## src/common/rcsp_defines.vh

```
// constants for the receiver configuration serial port
`ifndef RCSP_DEFINES_VH
`define RCSP_DEFINES_VH
`define RCSP_ADDR_PORT_CFG 13'h0000
`define RCSP_ADDR_SYNC_CTRL 13'h0100
`define RCSP_ADDR_QEC_CTRL 13'h0110
`define RCSP_ADDR_NSR_CTRL 13'h011e
`define RCSP_PORT_CFG_RST 8'h00
`define RCSP_SYNC_CTRL_RST 8'h00
`define RCSP_QEC_CTRL_RST 8'h00
`define RCSP_NSR_CTRL_RST 8'h00
`define RCSP_PORT_CFG_LSB_BIT 6
`define RCSP_SYNC_EN_BIT 0
`define RCSP_SYNC_ONCE_BIT 1
`define RCSP_NSR_EN_BIT 0
`define RCSP_INSTR_BITS 5'd16
`define RCSP_BYTE_BITS 4'd8
`endif

```

## src/core/rcsp_serial_port.v

```verilog
// serial configuration port with sync, requantizer and correction controls
// Function
// - divider resync once or on every sync
// - sync input synchronised to sample clock
// - register requantizer_control bit 0 enables requantizer
// - bits 2:1 pick low, band, high pass
// - quadrature_correction_control bits 2:0 enable corrections, default off
// - quadrature_correction_control bits 5:3 freeze correction estimates
// - computed correction held while any enabled
// - port sampled on host serial clock
// - select low gates every transfer
// - frame starts first clock after select falls
// - select held low streams bytes while instr_q[14:13] is 11
// - select high between bytes pauses frame
// - select tied high floats pins, alternate use
// - 16-bit instruction then length-coded data
// - data moves in whole bytes
// - first bit marks read or write msb-first, last bit when lsb-first
// - read turns data line to output
// - msb first by default, lsb selectable
`timescale 1ns/1ps
`include "rcsp_defines.vh"
module rcsp_serial_port #(
	parameter ADDR_W = 13
) (
	input wire core_clk, // sample clock, 10 MHz
	input wire rst_n, // async reset, active low
	input wire ser_clk, // host serial clock pin
	input wire port_select_n, // host select pin
	input wire sdio_i, // data line level
	output reg sdio_o, // data line drive value
	output reg sdio_oe, // data line drive enable
	output reg port_idle_q, // select idle high, pins free for alternate use
	input wire sync_in, // external sync pin
	output reg div_resync, // one-cycle divider resync pulse
	output reg nsr_enable, // noise_shaping_requantizer on
	output reg [1:0] nsr_tuning, // requantizer tuning select
	output reg [2:0] qec_enable, // gain, phase, dc correction enables
	output reg [2:0] qec_freeze, // gain, phase, dc estimate freezes
	output reg qec_hold // keep computed correction applied
);
	// every pin goes through two flops; serial clock is oversampled by core_clk
	reg [1:0] sck_s;
	reg [1:0] sel_s;
	reg [1:0] dat_s;
	reg [1:0] syn_s;
	reg sck_prev_q;
	reg sel_prev_q;
	reg syn_prev_q;
	reg [7:0] port_cfg_q;
	reg [7:0] sync_ctrl_q;
	reg [7:0] qec_ctrl_q;
	reg [7:0] nsr_ctrl_q;
	reg qec_valid_q;
	reg sync_done_q;
	reg [15:0] instr_q;
	reg [4:0] bit_cnt_q;
	reg in_data_q;
	reg [7:0] shift_q;
	reg [ADDR_W-1:0] addr_q;
	reg [1:0] bytes_q;
	reg done_q;
	reg [7:0] rd_byte;
	wire lsb_first = port_cfg_q[`RCSP_PORT_CFG_LSB_BIT];
	wire sel_act = ~sel_s[1];
	wire sck_rise = sck_s[1] & ~sck_prev_q;
	wire sck_fall = ~sck_s[1] & sck_prev_q;
	wire sel_fall = sel_act & sel_prev_q;
	wire rd_op = instr_q[15];
	wire [7:0] wr_byte = lsb_first ?
		{dat_s[1], shift_q[7:1]} : {shift_q[6:0], dat_s[1]};
	wire [7:0] out_byte = bit_cnt_q == 5'd0 ? rd_byte : shift_q;

	always @* begin
		case (addr_q)
		`RCSP_ADDR_PORT_CFG: rd_byte = port_cfg_q;
		`RCSP_ADDR_SYNC_CTRL: rd_byte = sync_ctrl_q;
		`RCSP_ADDR_QEC_CTRL: rd_byte = qec_ctrl_q;
		`RCSP_ADDR_NSR_CTRL: rd_byte = nsr_ctrl_q;
		default: rd_byte = 8'h00;
		endcase
	end

	always @(posedge core_clk or negedge rst_n) begin
		if (!rst_n) begin
			sck_s <= 2'b00;
			sel_s <= 2'b11;
			dat_s <= 2'b00;
			syn_s <= 2'b00;
			sck_prev_q <= 1'b0;
			sel_prev_q <= 1'b1;
			syn_prev_q <= 1'b0;
		end else begin
			sck_s <= {sck_s[0], ser_clk};
			sel_s <= {sel_s[0], port_select_n};
			dat_s <= {dat_s[0], sdio_i};
			syn_s <= {syn_s[0], sync_in};
			sck_prev_q <= sck_s[1];
			sel_prev_q <= sel_s[1];
			syn_prev_q <= syn_s[1];
		end
	end

	// sync: optional one-shot, rearmed by clearing the enable
	always @(posedge core_clk or negedge rst_n) begin
		if (!rst_n) begin
			div_resync <= 1'b0;
			sync_done_q <= 1'b0;
		end else begin
			div_resync <= 1'b0;
			if (!sync_ctrl_q[`RCSP_SYNC_EN_BIT]) begin
				sync_done_q <= 1'b0;
			end else if (syn_s[1] & ~syn_prev_q
				& ~(sync_done_q & sync_ctrl_q[`RCSP_SYNC_ONCE_BIT])) begin
				div_resync <= 1'b1;
				sync_done_q <= sync_ctrl_q[`RCSP_SYNC_ONCE_BIT];
			end
		end
	end

	// serial engine; counters persist while select is high so a pause resumes
	always @(posedge core_clk or negedge rst_n) begin
		if (!rst_n) begin
			instr_q <= 16'h0000;
			bit_cnt_q <= 5'd0;
			in_data_q <= 1'b0;
			shift_q <= 8'h00;
			addr_q <= {ADDR_W{1'b0}};
			bytes_q <= 2'd0;
			done_q <= 1'b0;
			sdio_o <= 1'b0;
			sdio_oe <= 1'b0;
			port_idle_q <= 1'b1;
			port_cfg_q <= `RCSP_PORT_CFG_RST;
			sync_ctrl_q <= `RCSP_SYNC_CTRL_RST;
			qec_ctrl_q <= `RCSP_QEC_CTRL_RST;
			nsr_ctrl_q <= `RCSP_NSR_CTRL_RST;
		end else begin
			port_idle_q <= ~sel_act;
			if (!sel_act) begin
				sdio_oe <= 1'b0;
			end
			if (sel_fall && done_q) begin
				bit_cnt_q <= 5'd0;
				in_data_q <= 1'b0;
				done_q <= 1'b0;
			end else if (sel_act && sck_rise && !done_q) begin
				if (!in_data_q) begin
					instr_q <= lsb_first ? {dat_s[1], instr_q[15:1]}
						: {instr_q[14:0], dat_s[1]};
					if (bit_cnt_q == `RCSP_INSTR_BITS - 5'd1) begin
						in_data_q <= 1'b1;
						bit_cnt_q <= 5'd0;
					end else begin
						bit_cnt_q <= bit_cnt_q + 5'd1;
					end
				end else begin
					if (!rd_op) begin
						shift_q <= wr_byte; // reads keep the preloaded byte intact
					end
					if (bit_cnt_q == {1'b0, `RCSP_BYTE_BITS} - 5'd1) begin
						bit_cnt_q <= 5'd0;
						if (!rd_op) begin
							case (addr_q)
							`RCSP_ADDR_PORT_CFG: port_cfg_q <= wr_byte;
							`RCSP_ADDR_SYNC_CTRL: sync_ctrl_q <= wr_byte;
							`RCSP_ADDR_QEC_CTRL: qec_ctrl_q <= wr_byte;
							`RCSP_ADDR_NSR_CTRL: nsr_ctrl_q <= wr_byte;
							default: ;
							endcase
						end
						addr_q <= lsb_first ? addr_q + 1'b1 : addr_q - 1'b1;
						if (bytes_q == 2'd0 && instr_q[14:13] != 2'b11) begin
							done_q <= 1'b1;
						end
						bytes_q <= bytes_q - 2'd1;
					end else begin
						bit_cnt_q <= bit_cnt_q + 5'd1;
					end
				end
			end
			if (in_data_q && bit_cnt_q == 5'd0 && !done_q && sel_act && !sck_rise
				&& sck_prev_q == 1'b0 && shift_q != rd_byte && rd_op) begin
				shift_q <= rd_byte; // preload read byte at byte boundary
			end
			// address and byte count latch once the instruction is complete
			if (!in_data_q && sel_act && sck_rise && bit_cnt_q == 5'd15) begin
				addr_q <= lsb_first ? {dat_s[1], instr_q[15:4]} : {instr_q[11:0], dat_s[1]};
				bytes_q <= lsb_first ? instr_q[2:1] : instr_q[13:12];
			end
			// drive on falling clock edge so the host samples on rising
			if (sel_act && in_data_q && rd_op && !done_q && sck_fall) begin
				sdio_oe <= 1'b1;
				sdio_o <= lsb_first ? out_byte[bit_cnt_q[2:0]]
					: out_byte[3'd7 - bit_cnt_q[2:0]];
			end
		end
	end

	// control fields follow their registers
	always @(posedge core_clk or negedge rst_n) begin
		if (!rst_n) begin
			nsr_enable <= 1'b0;
			nsr_tuning <= 2'b00;
			qec_enable <= 3'b000;
			qec_freeze <= 3'b000;
			qec_hold <= 1'b0;
			qec_valid_q <= 1'b0;
		end else begin
			nsr_enable <= nsr_ctrl_q[`RCSP_NSR_EN_BIT];
			nsr_tuning <= nsr_ctrl_q[`RCSP_NSR_EN_BIT] ? nsr_ctrl_q[2:1] : 2'b00;
			qec_enable <= qec_ctrl_q[2:0];
			qec_freeze <= qec_ctrl_q[5:3] & qec_ctrl_q[2:0];
			qec_valid_q <= |qec_ctrl_q[2:0];
			qec_hold <= qec_valid_q & (|qec_ctrl_q[2:0]);
		end
	end
endmodule // rcsp_serial_port

```

## config.mk

```make
export PLATFORM = sky130hd
export DESIGN_NAME = rcsp_serial_port
export DESIGN_NICKNAME = d
export VERILOG_FILES = /design/src/core/rcsp_serial_port.v
export VERILOG_INCLUDE_DIRS = /design/src /design/src/common
export SDC_FILE = /design/constraint.sdc
export NUM_CORES = 1
export LEC_CHECK = 0
export ABC_AREA = 1
export ABC_CLOCK_PERIOD_IN_PS = 2660
export BUFFER_PORTS_ARGS = -buffer_cell sky130_fd_sc_hd__clkbuf_2
export CAP_MARGIN = 15
export CORE_MARGIN = 1
export CORE_UTILIZATION = 50
export DETAILED_ROUTE_END_ITERATION = 10
export HOLD_SLACK_MARGIN = 0.1
export PLACE_DENSITY = 0.72
export SLEW_MARGIN = 0
export SYNTH_ARGS = -nofsm -noshare
export SYNTH_HDL_FRONTEND = slang
export SYNTH_SLANG_ARGS = --single-unit
```

## constraint.sdc

```tcl
create_clock -name core_clk -period 2.66 [get_ports core_clk]
set_input_delay 0.266 -clock core_clk [delete_from_list [all_inputs] [get_ports core_clk]]
set_output_delay 0.266 -clock core_clk [all_outputs]
set_load 0.03 [all_outputs]
```

==> results of run 1 <==
==> through the flow <==
stage	std cells	total power, mW
after floorplan	763	2.59
after global placement	914	2.81
after detailed placement	914	2.83
after CTS	935	4.23
after global routing	935	4.48
final	935	4.20
==> final cells by class <==
| class | instances | area (sq um) | area share, % |
|---|---|---|---|
| well taps | 143 | 179 | 2.75 |
| inverters | 92 | 349 | 5.37 |
| repair buffers | 34 | 235 | 3.62 |
| clock inverters | 2 | 35.0 | 0.539 |
| flip-flops and latches | 104 | 2610 | 40.1 |
| clock buffers | 14 | 284 | 4.37 |
| multi-input cells | 546 | 2820 | 43.3 |
==> sequential cells by signal, summed over array words and instances (netlist names), 3 cells and up <==
signal	cells
shift_q	8
port_cfg_q	8
qec_enable	3
instr_q	16
bit_cnt_q	5
qec_freeze	3
addr_q	13
sync_ctrl_q	8
qec_ctrl_q	8
nsr_ctrl_q	8
==> logic make-up after synthesis <==
group	synth area share (%)
flip-flops	44.3
buffers and inverters	7.75
adder cells (fa/ha/maj)	3.75
AND/OR/NAND/NOR	29.3
XOR/XNOR	1.64
multiplexers	0.192
AO/OA/AOI/OAI	13.0
==> worst max-delay path: cells and delay by family (launching register included) <==
family	cells	cell delay, ns
buf+inv	3	0.50
fa+ha+maj	1	0.24
simple gates	11	1.06
flops	1	0.51
==> worst max-delay path by stage <==
stage | to | cells after the start | slack, ns
after detailed placement | sdio_o$_DFFE_PN0P_ | 15 | 0.21
after global placement | sdio_o$_DFFE_PN0P_ | 15 | 0.28
after global routing | sdio_o$_DFFE_PN0P_ | 15 | 0.02
after floorplan | addr_q[10]$_DFFE_PN0P_ | 12 | 0.32
after CTS | sdio_o$_DFFE_PN0P_ | 15 | 0.21
final | sdio_o$_DFFE_PN0P_ | 15 | 0.25
==> Yosys cell counts (7+ instances only) <==
cell type / instances
inv_1: 76
ha_1: 16
clkbuf_1: 11
xor2_1: 8
buf_2: 7
a21oi_1: 29
nor2_2: 9
o21ai_1: 12
nand2_1: 215
nor2_1: 36
o21ai_0: 90
dfrtp_1: 101
inv_2: 7
nand3_1: 73
clkinv_1: 9
==> report_power, final <==
group	total (mW)	internal, mW	switching [mW]
clock network	1.39	0.831	0.556
registers	1.75	1.67	0.0749
logic	1.07	0.365	0.705
total	4.20	2.87	1.34
==> metal layers <==
layer	GRT usage, %	part of all wire, %
met1	30.5	46
met2	39.3	49
met3	5.32	3.8
met4	7.29	2.2
met5	0	0
==> repair_timing <==
| item | 4_1_cts | 5_1_grt |
|---|---|---|
| endpoints found under the hold margin | 43 | 0 |
| hold buffers | 5 | 0 |
| setup buffers | 0 | 0 |
| setup endpoints to repair | 0 | 1 |
| gates resized for setup | 0 | 1 |
==> key figures, run 1 <==
Place
  – Port bufs: 19
  – Pre-CTS WS: 0.213 ns
  – Gpl congestion: 0.898
  – HPWL after DPL: 9680 microns
  – Placed Area: 0.00613 sq mm

Min path
  – WHS Path Cells: 0
  – Hold_sp: sel_s[0]$_DFF_PN1_
  – Worst hold path type: reg2reg
  – Hold Path Sink: sel_s[1]$_DFF_PN1_

Timing
  – Clock skew: 0.00631 ns
  – Peak Freq: 416 MHz
  – Period utilization: 90.5%
  – Hold_ws: 0.356 ns
  – Final setup viols: 0
  – Final worst path period need: 2.41 ns
  – Final hold vios: 0
  – Setup WS post-layout: 0.254 ns
  – RSZ-0062 raised after global routing: false
  – Worst-margin pin slew: 0.522 ns
  – Setup_tns: 0 ns
  – Final Max Slew Viols: 0
  – Worst rel slew slack: 65.2%

Logic synthesis
  – Top-area cell type share of the netlist area: 43.0%
  – Sequential fraction of the synthesis area: 44.3%
  – Synth Net Count: 786
  – Cells after Synth: 763
  – Primary FF master, synth: dfrtp_1
  – Synthesized area: 0.00588 sq mm
  – Main area contributors after synthesis: dfrtp_1, nand2_1, o21ai_0
  – Syn_area_per_cell: 7.70 sq um
  – Asr flop ratio synth: 100%
  – Yosys top cell by area: dfrtp_1
  – Post-synthesis cell type count: 44
  – Yosys warnings: 0
  – Number of flops mapped to enable cells by yosys: 0
  – Seq cells post-synth: 104

Final layout
  – Util after Layout: 57.0%
  – Layout filler cell count: 1100
  – Most frequent cells in the layout: nand2_1, dfrtp_1, o21ai_0
  – Cell area after layout: 0.00650 sq mm
  – Share of post-route cells with drive strength above 1: 11.9%
  – Commonest non-fill, non-tap cell in the layout: nand2_1
  – Final nets: 810
  – ANT cells: 0
  – Layout area overhead: 10.7%

Status
  – Outcome: finished, final reports clean

Route
  – DR iter-0 viols: 302
  – Drt total wl: 13500 microns
  – DRC viols: 0
  – Via count: 5013
  – Pre-antenna DRT Iters: 5
  – Wire length per cell: 14.4 microns
  – Detail Route Antenna Nets: 0
  – DR vias/cell: 5.36

Floorplanning
  – Starting density of the core: 51.5%
  – Core Region: 0.0114 sq mm
  – Chip Height: 110 microns
  – Full die area: 0.0122 sq mm
  – Die W: 110 microns
  – Ports: 20
  – Num rows: 39

Global routing
  – Number of global-route vias before repair: 4859
  – All-Layer GR Usage: 23.6%
  – GRT overflow: 0
  – Largest net degree at the start of global routing: 66
  – Initial antenna violation count: 0
  – Global-route wire length before repair: 23200 microns

Pwr
  – Peak supply drop: 0.524 mV
  – P_leak: 3.32 nW
  – Pwr/cell area: 646 mW/mm^2

Worst setup path
  – Critical-path cell list: inv_1 -> ha_1 -> inv_1 -> nor2_1 -> nand2_2 -> clkinvlp_4 -> or2_2 -> nand3_1 -> nand2_1 -> nand2_1 -> nand2_1 -> nand3_1 -> nand2_1 -> nand2_1 -> nand2_1
  – Reg2Reg Capture Point: sdio_o$_DFFE_PN0P_
  – Worst path most repeated cell: nand2_1
  – Crit path DAT: 2.65 ns
  – Internal reg-to-reg setup slack: 0.25 ns
  – Worst r2r path cells: 15
  – CP max FO: 10
  – Worst path required time: 2.90 ns
  – CP max stage delay: 0.51 ns
  – Worst r2r src: bit_cnt_q[0]$_DFFE_PN0N_
  – Worst path slowest cell: dfrtp_1
  – Worst setup SP type: flop
  – CP endpoint kind: flop
  – Setup crit start: bit_cnt_q[0]$_DFFE_PN0N_
  – Setup CP Type: reg2reg

Run
  – Max-cap violations: 0

Clock network
  – CTS tree: built
  – Sink Count: 104
  – Clock Tree Buf Depth: 2
  – # H-tree levels: 3
  – CTS Root Cell: clkbuf_16
  – Total CTS buffers: 9
  – Worst skew pair latency: 0.35 ns
  – Clk slew on worst S/H paths: 0.07 ns
(Power assumes the default switching activity.)
==> inputs of run 2 (changes only) <==
ABC_CLOCK_PERIOD_IN_PS = 1950   (was 2660)
PLACE_DENSITY = 0.75   (was 0.72)
clock period = 1.95 ns   (was 2.66 ns; I/O delays follow)
==> run 2 against run 1 <==
Against the previous run: the flow now finishes with violations (negative setup slack); cell count increased by 10%; sequential share of layout area shrank 7.6 points; via count rose by 19%; combinational power rose by 120%; final area is 23% higher; clock skew increased by 0.0065 ns; non-clock buffer count increased by 89; clock power grew 26%; register-to-register slack got worse by 0.42 ns; first-iteration DRC count grew 76%; routed wire length rose by 28%; largest cell class unchanged; highest routed layer unchanged.
==> key figures, run 2 (synthesis results as in run 1) <==
Clock network
  – Clock Tree Buf Depth: 2 (unchanged)
  – CTS Root Cell: clkbuf_16
  – Worst skew pair latency: 0.36 ns (about the same)
  – Sink Count: 104 (unchanged)
  – CTS tree: built
  – # H-tree levels: 3 (unchanged)
  – Total CTS buffers: 9 (unchanged)
  – Clk slew on worst S/H paths: 0.07 ns (about the same)

Floorplanning
  – Num rows: 39 (unchanged)
  – Full die area: 0.0122 sq mm (unchanged)
  – Chip Height: 110 microns (unchanged)
  – Starting density of the core: 51.5% (unchanged)
  – Ports: 20 (unchanged)
  – Die W: 110 microns (unchanged)
  – Core Region: 0.0114 sq mm (unchanged)

Timing
  – Period utilization: 109% (+18 points)
  – Hold_ws: 0.351 ns (-0.00564 ns)
  – RSZ-0062 raised after global routing: true
  – Final setup viols: 18 (+18)
  – Final worst path period need: 2.12 ns (-0.285 ns)
  – Final hold vios: 0 (unchanged)
  – Setup_tns: -1.89 ns (-1.89 ns)
  – Worst rel slew slack: 58.9% (-6.3 points)
  – Final Max Slew Viols: 0 (unchanged)
  – Worst-margin pin slew: 0.616 ns (+0.0949 ns)
  – Clock skew: 0.0128 ns (+0.00646 ns)
  – Peak Freq: 472 MHz (+13%)
  – Setup WS post-layout: -0.171 ns (-0.425 ns)

Route
  – DR iter-0 viols: 533 (+76%)
  – Wire length per cell: 16.7 microns (+16%)
  – Drt total wl: 17200 microns (+28%)
  – Detail Route Antenna Nets: 0 (unchanged)
  – DR vias/cell: 5.81 (+8.4%)
  – DRC viols: 0 (unchanged)
  – Pre-antenna DRT Iters: 8 (+3)
  – Via count: 5987 (+19%)

Place
  – Placed Area: 0.00673 sq mm (+9.7%)
  – Gpl congestion: 0.892 (-0.67%)
  – Port bufs: 19 (unchanged)
  – HPWL after DPL: 10600 microns (+9.4%)
  – Pre-CTS WS: -0.156 ns (-0.368 ns)

Worst setup path
  – CP max stage delay: 0.42 ns (-0.09 ns)
  – Worst setup SP type: flop
  – Internal reg-to-reg setup slack: -0.17 ns (-0.42 ns)
  – Crit path capture: shift_q[4]$_DFFE_PN0P_
  – Worst path required time: 2.19 ns (-0.71 ns)
  – Worst path slowest cell: dfrtp_1
  – Worst r2r path cells: 15 (unchanged)
  – Crit path DAT: 2.36 ns (-0.29 ns)
  – Worst path most repeated cell: nand2_1
  – Critical-path cell list: nor2_2 -> nand2_4 -> nor2_8 -> buf_6 -> nand3_1 -> nand2_1 -> nor2_2 -> xor2_1 -> nand2_2 -> nor2_4 -> nand2_4 -> nand3_1 -> nand2_1 -> clkinv_1 -> nand2_1
  – Setup crit start: addr_q[4]$_DFFE_PN0P_
  – Worst r2r src: addr_q[4]$_DFFE_PN0P_
  – CP endpoint kind: flop
  – Reg2Reg Capture Point: shift_q[4]$_DFFE_PN0P_
  – Setup CP Type: reg2reg
  – CP max FO: 7 (-3)

Final layout
  – Flip-flop and latch area: 0.00261 sq mm (about the same)
  – Layout filler cell count: 803 (-27%)
  – Final nets: 905 (+12%)
  – Cell area after layout: 0.00803 sq mm (+23%)
  – Most flops, register: instr_q
  – Max reg flops: 16 (unchanged)
  – ANT cells: 0 (unchanged)
  – Multi-input gate area: 0.00344 sq mm (+22%)
  – Commonest non-fill, non-tap cell in the layout: nand2_1
  – Share of post-route cells with drive strength above 1: 31.9% (+20 points)
  – Largest registers: instr_q x16, addr_q x13
  – Layout area overhead: 36.6%
  – Most frequent cells in the layout: nand2_1, dfrtp_1, o21ai_0, buf_4, inv_1

Run
  – Max-cap violations: 0 (unchanged)

Pwr
  – P_leak: 3.88 nW (+17%)
  – Pwr/cell area: 805 mW/mm^2 (+25%)
  – Design Power: 6.46 mW (+54%)
  – Peak supply drop: 0.594 mV (+13%)

Global routing
  – Largest net degree at the start of global routing: 58 (-12%)
  – Global-route wire length before repair: 25200 microns (+8.9%)
  – All-Layer GR Usage: 25.4% (+1.8 points)
  – Initial antenna violation count: 0 (unchanged)
  – Number of global-route vias before repair: 5526 (+14%)
  – GRT overflow: 0 (unchanged)

Status
  – Violated checks: negative setup slack
  – Outcome: complete, but fails checks

Min path
  – Worst hold path type: reg2reg
## run 2: cell count changes in the layout (fill, tap and decap cells not counted), moves of 14 or more
cell     change
nor2_1      -14
buf_4       +64
nand2_2     +15
a21oi_1     -15
nand2_1     -19
o21ai_0     -16
## run 2: power breakdown
part           switching (mW)  internal, mW  total (mW)
logic                    1.35         0.989        2.34
registers              0.0913          2.28        2.37
clock network           0.839         0.915        1.75
total                    2.28          4.18        6.46
## run 2: how the worst min path moves through the flow
stage                                   from                       to  cells past startpoint
after global routing      sck_s[0]$_DFF_PN0_       sck_s[1]$_DFF_PN0_                      0
after floorplan                        rst_n    addr_q[0]$_DFFE_PN0P_                      0
after CTS                 syn_s[0]$_DFF_PN0_       syn_s[1]$_DFF_PN0_                      0
after global placement                 rst_n     div_resync$_DFF_PN0_                      1
final                     sck_s[0]$_DFF_PN0_       sck_s[1]$_DFF_PN0_                      0
after detailed placement               rst_n  qec_enable[1]$_DFF_PN0_                      1
## run 2: routing by layer
metal  up-vias  share of wire [%]  track usage, %
li1       2740                  -               -
met1      2837                 38            30.7
met2       320                 50            43.4
met3        90                6.8            4.50
met4         0                5.6            12.5
met5         -                  0               0
## run 2: worst max-delay path: cells and delay by family, from the launching register on
family	cells	cell delay, ns
AND/OR/NAND/NOR	12	1.24
flip-flops	1	0.42
XOR/XNOR	1	0.15
buffers and inverters	2	0.20
## run 2: what timing repair did
item                                    in CTS  in global routing
pin swaps                                    7                 43
setup buffers                                3                 27
hold buffers                                 5                  0
cloned                                       0                  9
gates resized for setup                     27                120
hold endpoints to repair                    48                  0
endpoints found under the setup margin      40                 70
## run 2: final cells by class
type / count / area share, %
Multi-Input combinational cell: 552 / 42.9
Timing Repair Buffer: 123 / 14.3
Sequential cell: 104 / 32.5
Clock buffer: 10 / 2.98
Inverter: 92 / 4.53
Tap cell: 143 / 2.23
Clock inverter: 6 / 0.623
## run 2: per-stage QoR
| stage | instances | util, % |
|---|---|---|
| 6_report | 1030 | 70.3 |
| 5_1_grt | 1030 | 70.3 |
| 4_1_cts | 995 | 63.3 |
| 3_5_place_dp | 971 | 58.9 |
| 3_3_place_gp | 971 | 58.9 |
| 2_1_floorplan | 763 | - |
==> inputs of run 3 (changes only) <==
==> constraint.sdc (replaced) <==
create_clock -name core_clk -period 1.95 [get_ports core_clk]
set_input_delay 0.2925 -clock core_clk [delete_from_list [all_inputs] [get_ports core_clk]]
set_output_delay 0.2925 -clock core_clk [all_outputs]
set_load 0.03 [all_outputs]
==> run 3 against run 2 <==
Against the previous run: final area shrank 2.4%; the flow still finishes with violations (negative setup slack); maximum frequency grew 3.1%; largest cell class unchanged; sequential cell count did not move; count of clock-buffer cells in the layout fell by 1; first-iteration DRC count shrank 20%; worst setup slack better by 0.064 ns.
==> key figures, run 3 (synthesis results as in run 1) <==
Worst setup path
  – Critical-path cell list: clkinvlp_4 -> buf_12 -> fa_2 -> a31oi_4 -> inv_2 -> a21oi_4 -> o21ai_2 -> or2_4 -> nand3_2 -> o211ai_1 -> nand2_1
  – CP endpoint kind: flop
  – Setup CP Type: reg2reg
  – Worst path slowest cell: dfrtp_1
  – Worst path required time: 2.25 ns (+0.06 ns)
  – CP max stage delay: 0.40 ns (-0.02 ns)
  – CP max FO: 11 (+4)
  – Worst setup SP type: flop
  – Crit path DAT: 2.36 ns (about the same)

Route
  – Drt total wl: 16700 microns (-3.1%)
  – Detail Route Antenna Nets: 0 (unchanged)
  – Pre-antenna DRT Iters: 5 (-3)
  – Wire length per cell: 16.3 microns (-2.7%)
  – DRC viols: 0 (unchanged)
  – DR iter-0 viols: 427 (-20%)
  – DR vias/cell: 5.65 (-2.8%)
  – Via count: 5792 (-3.3%)

Clock network
  – CTS Root Cell: clkbuf_16
  – Sink Count: 104 (unchanged)
  – # H-tree levels: 3 (unchanged)
  – Clk slew on worst S/H paths: 0.08 ns (about the same)
  – Worst skew pair latency: 0.36 ns (about the same)
  – Total CTS buffers: 9 (unchanged)
  – Clock Tree Buf Depth: 2 (unchanged)
  – CTS tree: built

Pwr
  – Switching Fraction: 35.7% (+0.43 points)
  – P_leak: 3.85 nW (-0.91%)
  – Combinational share of power: 35.1% (-1.1 points)
  – Peak supply drop: 0.623 mV (+5.0%)
  – Clk network pwr share: 27.6% (+0.5 points)
  – Pwr/cell area: 810 mW/mm^2 (+0.56%)
  – Sw Pwr: 2.27 mW (-0.62%)
  – Part of the power in registers: 37.3% (+0.6 points)
  – Int Pwr: 4.08 mW (-2.5%)

Timing
  – Setup_tns: -1.13 ns (+0.754 ns)
  – Clock skew: 0.0125 ns (-0.000241 ns)
  – Worst rel slew slack: 65.3% (+6.4 points)
  – Setup WS post-layout: -0.107 ns (+0.0637 ns)
  – RSZ-0062 raised after global routing: true
  – Period utilization: 105% (-3.3 points)
  – Final worst path period need: 2.06 ns (-0.0637 ns)
  – Final setup viols: 22 (+4)
  – Final Max Slew Viols: 0 (unchanged)
  – Hold_ws: 0.350 ns (-0.00102 ns)
  – Final hold vios: 0 (unchanged)
  – Peak Freq: 486 MHz (+3.1%)
  – Worst-margin pin slew: 0.520 ns (-0.0963 ns)

Floorplanning
  – Core Region: 0.0114 sq mm (unchanged)
  – Die W: 110 microns (unchanged)
  – Ports: 20 (unchanged)
  – Chip Height: 110 microns (unchanged)
  – Starting density of the core: 51.5% (unchanged)
  – Full die area: 0.0122 sq mm (unchanged)
  – Num rows: 39 (unchanged)

Run
  – Max-cap violations: 0 (unchanged)

Final layout
  – ANT cells: 0 (unchanged)
  – Util after Layout: 68.7% (-1.7 points)
  – Most frequent cells in the layout: nand2_1, dfrtp_1, o21ai_0
  – Final nets: 900 (-0.55%)
  – Layout filler cell count: 845 (+5.2%)
  – Max reg flops: 16 (unchanged)
  – Layout area overhead: 33.4%
  – Commonest non-fill, non-tap cell in the layout: nand2_1
  – Fin cells: 1025 (-0.49%)
  – Largest registers: instr_q x16, addr_q x13
  – Share of post-route cells with drive strength above 1: 30.2% (-1.7 points)
  – Most flops, register: instr_q

Global routing
  – Global-route wire length before repair: 25100 microns (-0.69%)
  – All-Layer GR Usage: 25.3% (-0.10 points)
  – Number of global-route vias before repair: 5249 (-5.0%)
  – GRT overflow: 0 (unchanged)
  – Initial antenna violation count: 0 (unchanged)
  – Largest net degree at the start of global routing: 58 (unchanged)

Min path
  – Worst hold path type: reg2reg

Place
  – Cell total after placement: 975 (+0.41%)
  – Port bufs: 19 (unchanged)
  – Pre-CTS WS: -0.148 ns (+0.00771 ns)
  – HPWL after DPL: 10700 microns (+1.2%)
  – Gpl congestion: 0.904 (+1.4%)

Status
  – Violated checks: negative setup slack
  – Outcome: complete, but fails checks
-- run 3: final timing paths --
path	startpoint	end	slack, ns	cells past startpoint
worst max-delay path	port_cfg_q[6]$_DFFE_PN0P_	addr_q[10]$_DFFE_PN0P_	-0.11	11
worst min-delay path	syn_s[0]$_DFF_PN0_	syn_s[1]$_DFF_PN0_	0.35	0
worst max register to register	port_cfg_q[6]$_DFFE_PN0P_	addr_q[10]$_DFFE_PN0P_	-0.11	11
worst min register to register	syn_s[0]$_DFF_PN0_	syn_s[1]$_DFF_PN0_	0.35	0
max in group asynchronous	rst_n	port_idle_q$_DFF_PN1_	0.88	3
min in group asynchronous	rst_n	syn_prev_q$_DFF_PN0_	0.46	2
-- run 3: power groups by stage --
| stage | registers (mW) | logic, mW | clock network, mW |
|---|---|---|---|
| final | 2.37 | 2.23 | 1.75 |
| after global routing | 2.38 | 2.42 | 1.86 |
| after floorplan | 2.40 | 1.19 | 0 |
| after CTS | 2.36 | 1.90 | 1.76 |
| after global placement | 2.39 | 1.72 | 0 |
| after detailed placement | 2.40 | 1.76 | 0 |
-- run 3: stage by stage --
step | instance area [sq um] | power (mW)
after floorplan | 5960 | 3.59
after global placement | 6750 | 4.11
after detailed placement | 6750 | 4.16
after CTS | 7260 | 6.02
after global routing | 7840 | 6.66
final | 7840 | 6.35
-- run 3: final cells by class --
cell class | instances | area, sq um | area share [%]
clock buffer | 9 | 225 | 2.87
inverter | 92 | 362 | 4.61
tap | 143 | 179 | 2.28
timing repair buffer | 117 | 1040 | 13.3
clock inverter | 7 | 56.3 | 0.718
multi-input combinational | 553 | 3370 | 43.0
sequential | 104 | 2610 | 33.3
-- run 3: critical path, delay by kind of cell (launching register included) --
family	cells	cell delay, ns
buffers and inverters	3	0.38
AND/OR/NAND/NOR	3	0.36
adder cells (fa/ha/maj)	1	0.37
flip-flops	1	0.40
AO/OA/AOI/OAI	4	0.51
-- run 3: repair_timing --
action	in CTS	in global routing
pin swaps	11	29
endpoints found under the setup margin	29	67
endpoints found under the hold margin	39	0
setup buffers	2	17
resized for setup	32	93
hold buffers	5	0
cloned	4	6
-- run 3: layer usage --
layer	vias up	GRT usage [%]	routed length, microns
li1	2723	-	-
met1	2788	32.3	6840
met2	227	42.7	8330
met3	54	4.56	879
met4	0	9.60	614
met5	-	0	0
